$ cat config.mk
export PLATFORM = sky130hd
export DESIGN_NAME = ims_settings_bank
export DESIGN_NICKNAME = d
export VERILOG_FILES = /design/src/core/ims_pkg.sv /design/src/core/ims_word_reg.sv /design/src/core/ims_range_check.sv /design/src/core/ims_settings_bank.sv
export SDC_FILE = /design/constraint.sdc
export NUM_CORES = 1
export LEC_CHECK = 0
export ABC_CLOCK_PERIOD_IN_PS = 29300
export BUFFER_PORTS_ARGS = -buffer_cell sky130_fd_sc_hd__buf_2
export CORE_MARGIN = 5
export CORE_UTILIZATION = 40
export CTS_BUF_LIST = sky130_fd_sc_hd__clkbuf_8 sky130_fd_sc_hd__clkbuf_16
export DETAILED_ROUTE_END_ITERATION = 16
export GPL_ROUTABILITY_DRIVEN = 0
export PLACE_DENSITY_LB_ADDON = 0.3
export SYNTH_ARGS = -nofsm -noshare
export SYNTH_HDL_FRONTEND = slang
export SYNTH_SLANG_ARGS = --single-unit
$ cat constraint.sdc
create_clock -name clk -period 29.3 [get_ports clk]
set_clock_uncertainty 0.05 [all_clocks]
set_input_delay 2.93 -clock clk [delete_from_list [all_inputs] [get_ports clk]]
set_output_delay 2.93 -clock clk [all_outputs]
set_load 0.01 [all_outputs]
$ cat src/core/ims_pkg.sv
package ims_pkg;

   localparam int NWORDS = 21;
   localparam int IDX_W = 5;

   // Word addresses on the serial register map
   localparam logic [15:0] A_INJ_DETECT = 16'h0BD2;
   localparam logic [15:0] A_LOC_TRIGGER = 16'h0BD3;
   localparam logic [15:0] A_LOC_COUNT = 16'h0BD4;
   localparam logic [15:0] A_SELFTEST_RELAY = 16'h0BD5;
   localparam logic [15:0] A_GROUND_RES_HI = 16'h0BD6;
   localparam logic [15:0] A_GROUND_RES_LO = 16'h0BD7;
   localparam logic [15:0] A_INH_ALARM_EN = 16'h0BD8;
   localparam logic [15:0] A_SAVER_EN = 16'h0BD9;
   localparam logic [15:0] A_SAVER_DELAY = 16'h0BDA;
   localparam logic [15:0] A_INH_INPUT_EN = 16'h0BDB;
   localparam logic [15:0] A_PRIM_DC_RES = 16'h0BDC;
   localparam logic [15:0] A_XFMR_COUNT = 16'h0BDD;
   localparam logic [15:0] A_ADAPT_OFS_HI = 16'h0BDE;
   localparam logic [15:0] A_ADAPT_OFS_LO = 16'h0BDF;
   localparam logic [15:0] A_PREV_LOGIC = 16'h0BE0;
   localparam logic [15:0] A_PREV_DELAY = 16'h0BE1;
   localparam logic [15:0] A_MAIN_MAP_HI = 16'h0BE4;
   localparam logic [15:0] A_MAIN_MAP_LO = 16'h0BE5;
   localparam logic [15:0] A_PREV_MAP_HI = 16'h0BE6;
   localparam logic [15:0] A_PREV_MAP_LO = 16'h0BE7;
   localparam logic [15:0] A_INH_SOURCE = 16'h0BE8;

   // Storage index of each word
   localparam logic [4:0] I_INJ_DETECT = 5'h00;
   localparam logic [4:0] I_LOC_TRIGGER = 5'h01;
   localparam logic [4:0] I_LOC_COUNT = 5'h02;
   localparam logic [4:0] I_SELFTEST_RELAY = 5'h03;
   localparam logic [4:0] I_GROUND_RES_HI = 5'h04;
   localparam logic [4:0] I_GROUND_RES_LO = 5'h05;
   localparam logic [4:0] I_INH_ALARM_EN = 5'h06;
   localparam logic [4:0] I_SAVER_EN = 5'h07;
   localparam logic [4:0] I_SAVER_DELAY = 5'h08;
   localparam logic [4:0] I_INH_INPUT_EN = 5'h09;
   localparam logic [4:0] I_PRIM_DC_RES = 5'h0A;
   localparam logic [4:0] I_XFMR_COUNT = 5'h0B;
   localparam logic [4:0] I_ADAPT_OFS_HI = 5'h0C;
   localparam logic [4:0] I_ADAPT_OFS_LO = 5'h0D;
   localparam logic [4:0] I_PREV_LOGIC = 5'h0E;
   localparam logic [4:0] I_PREV_DELAY = 5'h0F;
   localparam logic [4:0] I_MAIN_MAP_HI = 5'h10;
   localparam logic [4:0] I_MAIN_MAP_LO = 5'h11;
   localparam logic [4:0] I_PREV_MAP_HI = 5'h12;
   localparam logic [4:0] I_PREV_MAP_LO = 5'h13;
   localparam logic [4:0] I_INH_SOURCE = 5'h14;

   // Power-up values, word 20 first
   localparam logic [NWORDS-1:0][15:0] RESET_VAL = {
      16'h0000, 16'h0001, 16'h0000, 16'h0010, 16'h0000,
      16'h0000, 16'h0002, 16'h0000, 16'h0000, 16'h0000,
      16'h0000, 16'h0000, 16'h012C, 16'h0000, 16'h0001,
      16'hFFFF, 16'hFFFF, 16'h0001, 16'h0000, 16'h0000,
      16'h0000};

   // Writable bits, word 20 first; event maps keep only their event bits
   localparam logic [NWORDS-1:0][15:0] WRITE_MASK = {
      16'hFFFF, 16'h0110, 16'h0101, 16'h0101, 16'h0101,
      16'hFFFF, 16'hFFFF, 16'hFFFF, 16'hFFFF, 16'hFFFF,
      16'hFFFF, 16'hFFFF, 16'hFFFF, 16'hFFFF, 16'hFFFF,
      16'hFFFF, 16'hFFFF, 16'hFFFF, 16'hFFFF, 16'hFFFF,
      16'hFFFF};

   // Value limits
   localparam logic [15:0] LOC_COUNT_MAX = 16'h0032;
   localparam logic [15:0] LOC_TRIGGER_MAX = 16'h0003;
   localparam logic [15:0] SAVER_DELAY_MIN = 16'h001E;
   localparam logic [15:0] SAVER_DELAY_MAX = 16'h0E10;
   localparam logic [15:0] PRIM_DC_RES_MAX = 16'h0032;
   localparam logic [15:0] PREV_DELAY_MAX = 16'h1C20;
   localparam logic [15:0] PREV_LOGIC_MIN = 16'h0001;
   localparam logic [15:0] PREV_LOGIC_MAX = 16'h0003;
   localparam logic [15:0] XFMR_ONE = 16'h0001;
   localparam logic [15:0] XFMR_THREE = 16'h0003;
   localparam logic [15:0] FLAG_MAX = 16'h0001;

   // Answer codes
   localparam logic [1:0] ANS_OK = 2'h0;
   localparam logic [1:0] ANS_BAD_ADDR = 2'h2;
   localparam logic [1:0] ANS_BAD_VALUE = 2'h3;

   typedef enum logic [1:0] {
      TRIG_OFF,
      TRIG_MAIN_ALARM,
      TRIG_PREV_ALARM,
      TRIG_LOCATOR
   } ims_trigger_t;

   typedef struct packed {
      logic req;
      logic write;
      logic [15:0] addr;
      logic [15:0] wdata;
   } ims_req_t;

   typedef struct packed {
      logic ack;
      logic [1:0] code;
      logic [15:0] rdata;
   } ims_ans_t;

   typedef struct packed {
      logic inj_detect_en;
      ims_trigger_t fault_locator_trigger;
      logic [5:0] fault_locator_count;
      logic selftest_relay_use;
      logic [31:0] grounding_resistance_setting;
      logic inhibit_alarm_en;
      logic saver_en;
      logic [15:0] saver_delay_s;
      logic inhibit_input_en;
      logic [15:0] prim_dc_res;
      logic [1:0] xfmr_count;
      logic [31:0] adapter_offset;
      logic [1:0] prev_relay_logic;
      logic [15:0] prev_delay_s;
      logic [31:0] main_relay_map;
      logic [31:0] prev_relay_map;
      logic inhibit_external;
   } ims_settings_t;

endpackage

$ cat src/core/ims_word_reg.sv
`timescale 1ns/1ps
`default_nettype none
module ims_word_reg #(
   parameter logic [15:0] RESET = 16'h0000,
   parameter logic [15:0] MASK = 16'hFFFF
) (
   input wire logic clk, // System clock
   input wire logic rst, // Async reset, high
   input wire logic we, // Accepted write
   input wire logic [15:0] wdata, // Written word
   output logic [15:0] q // Stored word
);
   logic [15:0] q_reg;
   logic [15:0] q_next;

   // Bits outside the mask keep their power-up value
   assign q_next = (wdata & MASK) | (RESET & ~MASK);
   assign q = q_reg;

   always_ff @(posedge clk or posedge rst) begin
      if (rst) begin
         q_reg <= RESET;
      end else if (we) begin
         q_reg <= q_next;
      end
   end
endmodule // ims_word_reg
`default_nettype wire

$ cat src/core/ims_range_check.sv
`timescale 1ns/1ps
`default_nettype none
module ims_range_check (
   input wire logic [4:0] idx, // Word index
   input wire logic [15:0] value, // Proposed value
   output logic ok // Value acceptable
);
   always_comb begin
      unique case (idx)
         ims_pkg::I_INJ_DETECT,
         ims_pkg::I_SELFTEST_RELAY,
         ims_pkg::I_INH_ALARM_EN,
         ims_pkg::I_SAVER_EN,
         ims_pkg::I_INH_INPUT_EN,
         ims_pkg::I_INH_SOURCE:
            ok = value <= ims_pkg::FLAG_MAX;
         ims_pkg::I_LOC_TRIGGER:
            ok = value <= ims_pkg::LOC_TRIGGER_MAX;
         ims_pkg::I_LOC_COUNT:
            ok = value <= ims_pkg::LOC_COUNT_MAX;
         ims_pkg::I_SAVER_DELAY:
            ok = value >= ims_pkg::SAVER_DELAY_MIN
               && value <= ims_pkg::SAVER_DELAY_MAX;
         ims_pkg::I_PRIM_DC_RES:
            ok = value <= ims_pkg::PRIM_DC_RES_MAX;
         ims_pkg::I_XFMR_COUNT:
            ok = value == 16'h0000 || value == ims_pkg::XFMR_ONE
               || value == ims_pkg::XFMR_THREE;
         ims_pkg::I_PREV_LOGIC:
            ok = value >= ims_pkg::PREV_LOGIC_MIN
               && value <= ims_pkg::PREV_LOGIC_MAX;
         ims_pkg::I_PREV_DELAY:
            ok = value <= ims_pkg::PREV_DELAY_MAX;
         default:
            ok = 1'b1;
      endcase
   end
endmodule // ims_range_check
`default_nettype wire

$ cat src/core/ims_settings_bank.sv
// Behaviour
// - Disconnect detection word, 0 off, 1 on
// - Locator trigger codes 0..3, default off
// - Locator count 0 to 50, reset zero
// - Self-test relay use word, reset one
// - Grounding resistance 32-bit, all-ones off default
// - Alarm during inhibition word, reset one
// - Screen saver delay seconds, reset 300
// - Inhibition source internal 0, external 1
// - Transformer count only 0, 1, 3
// - Preventive relay logic, reset failsafe 2
// - Preventive alarm delay seconds, reset 0
// - Main map event bits 0,8,16,24
// - Main map bit 4 fixed, read-only
// - Preventive map bit 0 fixed, bit 4 writable
`timescale 1ns/1ps
`default_nettype none
module ims_settings_bank (
   input wire logic clk, // System clock, 100 MHz
   input wire logic rst, // Async reset, high
   input wire ims_pkg::ims_req_t bus_req, // Word request from protocol
   output ims_pkg::ims_ans_t bus_ans, // Answer, one cycle later
   output ims_pkg::ims_settings_t settings // Current settings
);
   localparam int N = ims_pkg::NWORDS;

   // Address to storage index; valid flag in bit 5
   function automatic logic [5:0] addr_to_index(input logic [15:0] a);
      logic [5:0] r;
      r = 6'h00;
      unique case (a)
         ims_pkg::A_INJ_DETECT: r = {1'b1, ims_pkg::I_INJ_DETECT};
         ims_pkg::A_LOC_TRIGGER: r = {1'b1, ims_pkg::I_LOC_TRIGGER};
         ims_pkg::A_LOC_COUNT: r = {1'b1, ims_pkg::I_LOC_COUNT};
         ims_pkg::A_SELFTEST_RELAY: r = {1'b1, ims_pkg::I_SELFTEST_RELAY};
         ims_pkg::A_GROUND_RES_HI: r = {1'b1, ims_pkg::I_GROUND_RES_HI};
         ims_pkg::A_GROUND_RES_LO: r = {1'b1, ims_pkg::I_GROUND_RES_LO};
         ims_pkg::A_INH_ALARM_EN: r = {1'b1, ims_pkg::I_INH_ALARM_EN};
         ims_pkg::A_SAVER_EN: r = {1'b1, ims_pkg::I_SAVER_EN};
         ims_pkg::A_SAVER_DELAY: r = {1'b1, ims_pkg::I_SAVER_DELAY};
         ims_pkg::A_INH_INPUT_EN: r = {1'b1, ims_pkg::I_INH_INPUT_EN};
         ims_pkg::A_PRIM_DC_RES: r = {1'b1, ims_pkg::I_PRIM_DC_RES};
         ims_pkg::A_XFMR_COUNT: r = {1'b1, ims_pkg::I_XFMR_COUNT};
         ims_pkg::A_ADAPT_OFS_HI: r = {1'b1, ims_pkg::I_ADAPT_OFS_HI};
         ims_pkg::A_ADAPT_OFS_LO: r = {1'b1, ims_pkg::I_ADAPT_OFS_LO};
         ims_pkg::A_PREV_LOGIC: r = {1'b1, ims_pkg::I_PREV_LOGIC};
         ims_pkg::A_PREV_DELAY: r = {1'b1, ims_pkg::I_PREV_DELAY};
         ims_pkg::A_MAIN_MAP_HI: r = {1'b1, ims_pkg::I_MAIN_MAP_HI};
         ims_pkg::A_MAIN_MAP_LO: r = {1'b1, ims_pkg::I_MAIN_MAP_LO};
         ims_pkg::A_PREV_MAP_HI: r = {1'b1, ims_pkg::I_PREV_MAP_HI};
         ims_pkg::A_PREV_MAP_LO: r = {1'b1, ims_pkg::I_PREV_MAP_LO};
         ims_pkg::A_INH_SOURCE: r = {1'b1, ims_pkg::I_INH_SOURCE};
         default: r = 6'h00;
      endcase
      return r;
   endfunction

   logic [N-1:0][15:0] word;
   logic [N-1:0] word_we;
   logic [5:0] dec;
   logic addr_hit;
   logic [4:0] idx;
   logic value_ok;
   logic wr_accept;
   logic [15:0] rd_word;
   logic [1:0] code_next;
   logic ack_reg;
   logic [1:0] code_reg;
   logic [15:0] rdata_reg;

   // Request decode
   assign dec = addr_to_index(bus_req.addr);
   assign addr_hit = dec[5];
   assign idx = dec[4:0];

   ims_range_check u_range (
      .idx(idx),
      .value(bus_req.wdata),
      .ok(value_ok)
   );

   // Only in-range values reach storage
   assign wr_accept = bus_req.req && bus_req.write && addr_hit && value_ok;

   // One register per word; masks fix read-only and reserved bits
   genvar g;
   generate
      for (g = 0; g < N; g++) begin : g_word
         assign word_we[g] = wr_accept && (idx == 5'(g));
         ims_word_reg #(
            .RESET(ims_pkg::RESET_VAL[g]),
            .MASK(ims_pkg::WRITE_MASK[g])
         ) u_word (
            .clk(clk),
            .rst(rst),
            .we(word_we[g]),
            .wdata(bus_req.wdata),
            .q(word[g])
         );
      end
   endgenerate

   assign rd_word = addr_hit ? word[idx] : 16'h0000;

   assign code_next = !addr_hit ? ims_pkg::ANS_BAD_ADDR :
      (bus_req.write && !value_ok) ? ims_pkg::ANS_BAD_VALUE :
      ims_pkg::ANS_OK;

   always_ff @(posedge clk or posedge rst) begin
      if (rst) begin
         ack_reg <= 1'b0;
         code_reg <= ims_pkg::ANS_OK;
         rdata_reg <= 16'h0000;
      end else begin
         ack_reg <= bus_req.req;
         if (bus_req.req) begin
            code_reg <= code_next;
            rdata_reg <= bus_req.write ? 16'h0000 : rd_word;
         end
      end
   end

   assign bus_ans.ack = ack_reg;
   assign bus_ans.code = code_reg;
   assign bus_ans.rdata = rdata_reg;

   // Settings as seen by the monitoring logic
   assign settings.inj_detect_en = word[ims_pkg::I_INJ_DETECT][0];
   assign settings.fault_locator_trigger =
      ims_pkg::ims_trigger_t'(word[ims_pkg::I_LOC_TRIGGER][1:0]);
   assign settings.fault_locator_count =
      word[ims_pkg::I_LOC_COUNT][5:0];
   assign settings.selftest_relay_use =
      word[ims_pkg::I_SELFTEST_RELAY][0];
   assign settings.grounding_resistance_setting =
      {word[ims_pkg::I_GROUND_RES_HI], word[ims_pkg::I_GROUND_RES_LO]};
   assign settings.inhibit_alarm_en =
      word[ims_pkg::I_INH_ALARM_EN][0];
   assign settings.saver_en = word[ims_pkg::I_SAVER_EN][0];
   assign settings.saver_delay_s = word[ims_pkg::I_SAVER_DELAY];
   assign settings.inhibit_input_en = word[ims_pkg::I_INH_INPUT_EN][0];
   assign settings.prim_dc_res = word[ims_pkg::I_PRIM_DC_RES];
   assign settings.xfmr_count = word[ims_pkg::I_XFMR_COUNT][1:0];
   assign settings.adapter_offset =
      {word[ims_pkg::I_ADAPT_OFS_HI], word[ims_pkg::I_ADAPT_OFS_LO]};
   assign settings.prev_relay_logic =
      word[ims_pkg::I_PREV_LOGIC][1:0];
   assign settings.prev_delay_s = word[ims_pkg::I_PREV_DELAY];
   assign settings.main_relay_map =
      {word[ims_pkg::I_MAIN_MAP_HI], word[ims_pkg::I_MAIN_MAP_LO]};
   assign settings.prev_relay_map =
      {word[ims_pkg::I_PREV_MAP_HI], word[ims_pkg::I_PREV_MAP_LO]};
   assign settings.inhibit_external =
      word[ims_pkg::I_INH_SOURCE][0];
endmodule // ims_settings_bank
`default_nettype wire

==> impl_metrics.tcl <==
set metrics [dict create \
    cts_tree "done" \
    multi_input_area_sq_um 5980 \
    area_delta_synth_final_pct 15.2 \
    post-route-period-util 0.233 \
    chipWidth_um 198 \
    io_buffers 192 \
    grt_setup_unrepaired "false" \
    max_stage_delay_ps 640 \
    crit_fanout 31 \
    endpoint "g_word[6].u_word.q[0]" \
    cts_buffer_depth 3 \
    post_cts_resized 0 \
    antennaDiodeCount 0 \
    grt-ovfl-total 0 \
    power.density_nw_per_um2 51.8 \
    ys_ff_latch 299 \
    synth-simple-area-share 0.190 \
    grt_pass1_vias 10734 \
    drv_cap 0 \
    grt_max_degree 144 \
    ys_warn_count 0 \
    crit_path_start_kind "input port" \
    final_antenna_net_count 0 \
    power_mw 0.846 \
    crit_chain "buf_2 > nand4b_1 > or3_1 > a21o_1 > a21oi_4 > buf_4 > nand3_1 > a31oi_1 > o21a_1 > or3_1 > mux2_2" \
    drtIter0Drc 1130 \
    synth_top_family_by_area "simple AND/OR/NAND/NOR gates" \
    fmax_ghz 0.146 \
    cts_root_buf "clkbuf_16" \
    largest_reg_flops 280 \
    peakVddDrop_mv 0.0378 \
    startpoint "bus_req[20]" \
    clock_sinks 299 \
    post_cts_buffers 0 \
    final_cell_mix "dfrtp_1 (260), buf_2 (192), nand2_1 (151)" \
    yosys.area_share.adder 0 \
    cts_hold_buf 0 \
    grt_pass1_wl_um 68800 \
    grt_usage 0.228 \
    r2r-start "g_word[4].u_word.q[13]" \
    die_height_um 198 \
    remaining_drc_errors 0 \
    antenna_found_initial 1 \
    setup_viol 0 \
    fp.dieArea_sq_um 39400 \
    ys_seq_area_frac 0.530 \
    status "finished clean" \
    critPathKind "input port to register" \
    cpLargestDelayFamily "compound AO/OA/AOI/OAI gates" \
    max-slew-margin-rel 0.121 \
    placementRows 69 \
    required_ps 29740 \
    worstPathArrival_ps 7280 \
    synth_xor_area_frac 0.000617 \
    avgViaCountPerCell 5.62 \
    synthCells 1307 \
    syn_area_per_cell_sq_um 10.9 \
    finalSetupTns_ps 0 \
    final-seq-area_sq_um 7530 \
    final_common_cell "dfrtp_1" \
    crit_path_frequent_cell "or3_1" \
    r2r_end "rdata_reg[13]" \
    hold_viol_final 0 \
    rr_worst_depth 6 \
    first_pass_iters 7 \
    worst-path-stages 11 \
    nets 1487 \
    synth_compound_area_frac 0.103 \
    async_reset_ff_frac 1.00 \
    vias 10871 \
    yosys_most_used_dff "dfrtp_1" \
    routedWlPerCell_um 23.8 \
    cts_made_buffers 31 \
    core-area_sq_um 35300 \
    synth_top_cell_area_share 0.458 \
    wl_um 46100 \
    start_util 0.402 \
    synthMuxAreaShare 0.108 \
    leakagePower_nw 8.11 \
    hp-class "register to register" \
    hpwl_um 31600 \
    htreeDepth 1 \
    critPathCaptureType "register" \
    fill_cells 3232 \
    clock_latency_ps 560 \
    netlist_area_sq_um 14200 \
    crit_slowest_cell "o21a_1" \
    cp_num_buf_inv 2 \
    timing_max_transition_violations_final 0 \
    tightest_slew_ps 1310 \
    synth_edf_count 0 \
    ios 249 \
    synth_area_leaders "dfrtp_1 (46%), mux2_2 (8.8%), dfstp_2 (7.2%), and2_1 (4.1%), nand2_1 (4.0%)" \
    synth.largest_area_cell "dfrtp_1" \
    layout-drive-gt1-share 0.308 \
    clkTransAtPathRegs_ps 60 \
    ff2ff_setup_slack_ps 27170 \
    min_period_ps 6840 \
    hp-start "g_word[20].u_word.q[14]" \
    ys_types 73 \
]
[where the power goes]
part / internal, mW / switching (mW) / leakage (nW)
registers: 0.413 / 0.0000134 / 4.03
clock network: 0.243 / 0.164 / 0.550
logic: 0.00410 / 0.0221 / 3.53
[worst min path at each step]
stage,end,cells past startpoint
final,g_word[20].u_word.q[14],1
after CTS,g_word[20].u_word.q[15],1
after detailed placement,g_word[20].u_word.q[14],1
after global routing,g_word[11].u_word.q[10],1
after global placement,g_word[20].u_word.q[14],1
after floorplan,g_word[20].u_word.q[10],1
[metrics by stage]
stage | instances | hold WS (ps) | utilization | area, sq um | setup WS, ps
6_report | 1936 | 425 | 0.463 | 16400 | 22460
5_1_grt | 1936 | 446 | 0.463 | 16400 | 22330
4_1_cts | 1936 | 432 | 0.463 | 16400 | 22620
3_5_place_dp | 1879 | 413 | 0.433 | 15300 | 22050
3_3_place_gp | 1879 | 410 | 0.433 | 15300 | 22080
2_1_floorplan | 1361 | 394 | - | 14400 | 18120
[synthesized netlist by cell type, drive strengths merged (13+ instances only)]
master	number
nor2b	75
nor3	17
a31oi	13
o221ai	21
o22ai	25
buf	103
and2	92
o21ai	19
dfstp	39
nand3	59
nand2	151
mux2	119
nor4	13
nor2	49
a21oi	31
clkbuf	57
dfrtp	260
mux2i	15
[cells by family (layout without fill, tap and decap cells)]
kind of cell | after synthesis | count (layout)
AOI/OAI and AO/OA | 200 | 200
muxes | 135 | 135
xor gates and xnor gates | 1 | 1
DFF | 299 | 299
other | 2 | 56
and+or+nand+nor | 501 | 501
buffers and inverters | 169 | 283
[per-layer routing]
metal  share of wire  vias to the layer above  global-route usage
li1                -                     4804                   -
met1            0.42                     5403               0.326
met2            0.44                      555               0.346
met3           0.093                      107              0.0461
met4           0.042                        2              0.0831
met5         0.00028                        -                   0
[area by class of cell]
type,instances,share of cell area
tap,461,0.0353
multi-input combinational,893,0.366
sequential,299,0.460
clock inverter,13,0.00727
inverter,9,0.00252
timing repair buffer,217,0.0702
clock buffer,44,0.0584
Power figures use the tool's default switching activity.
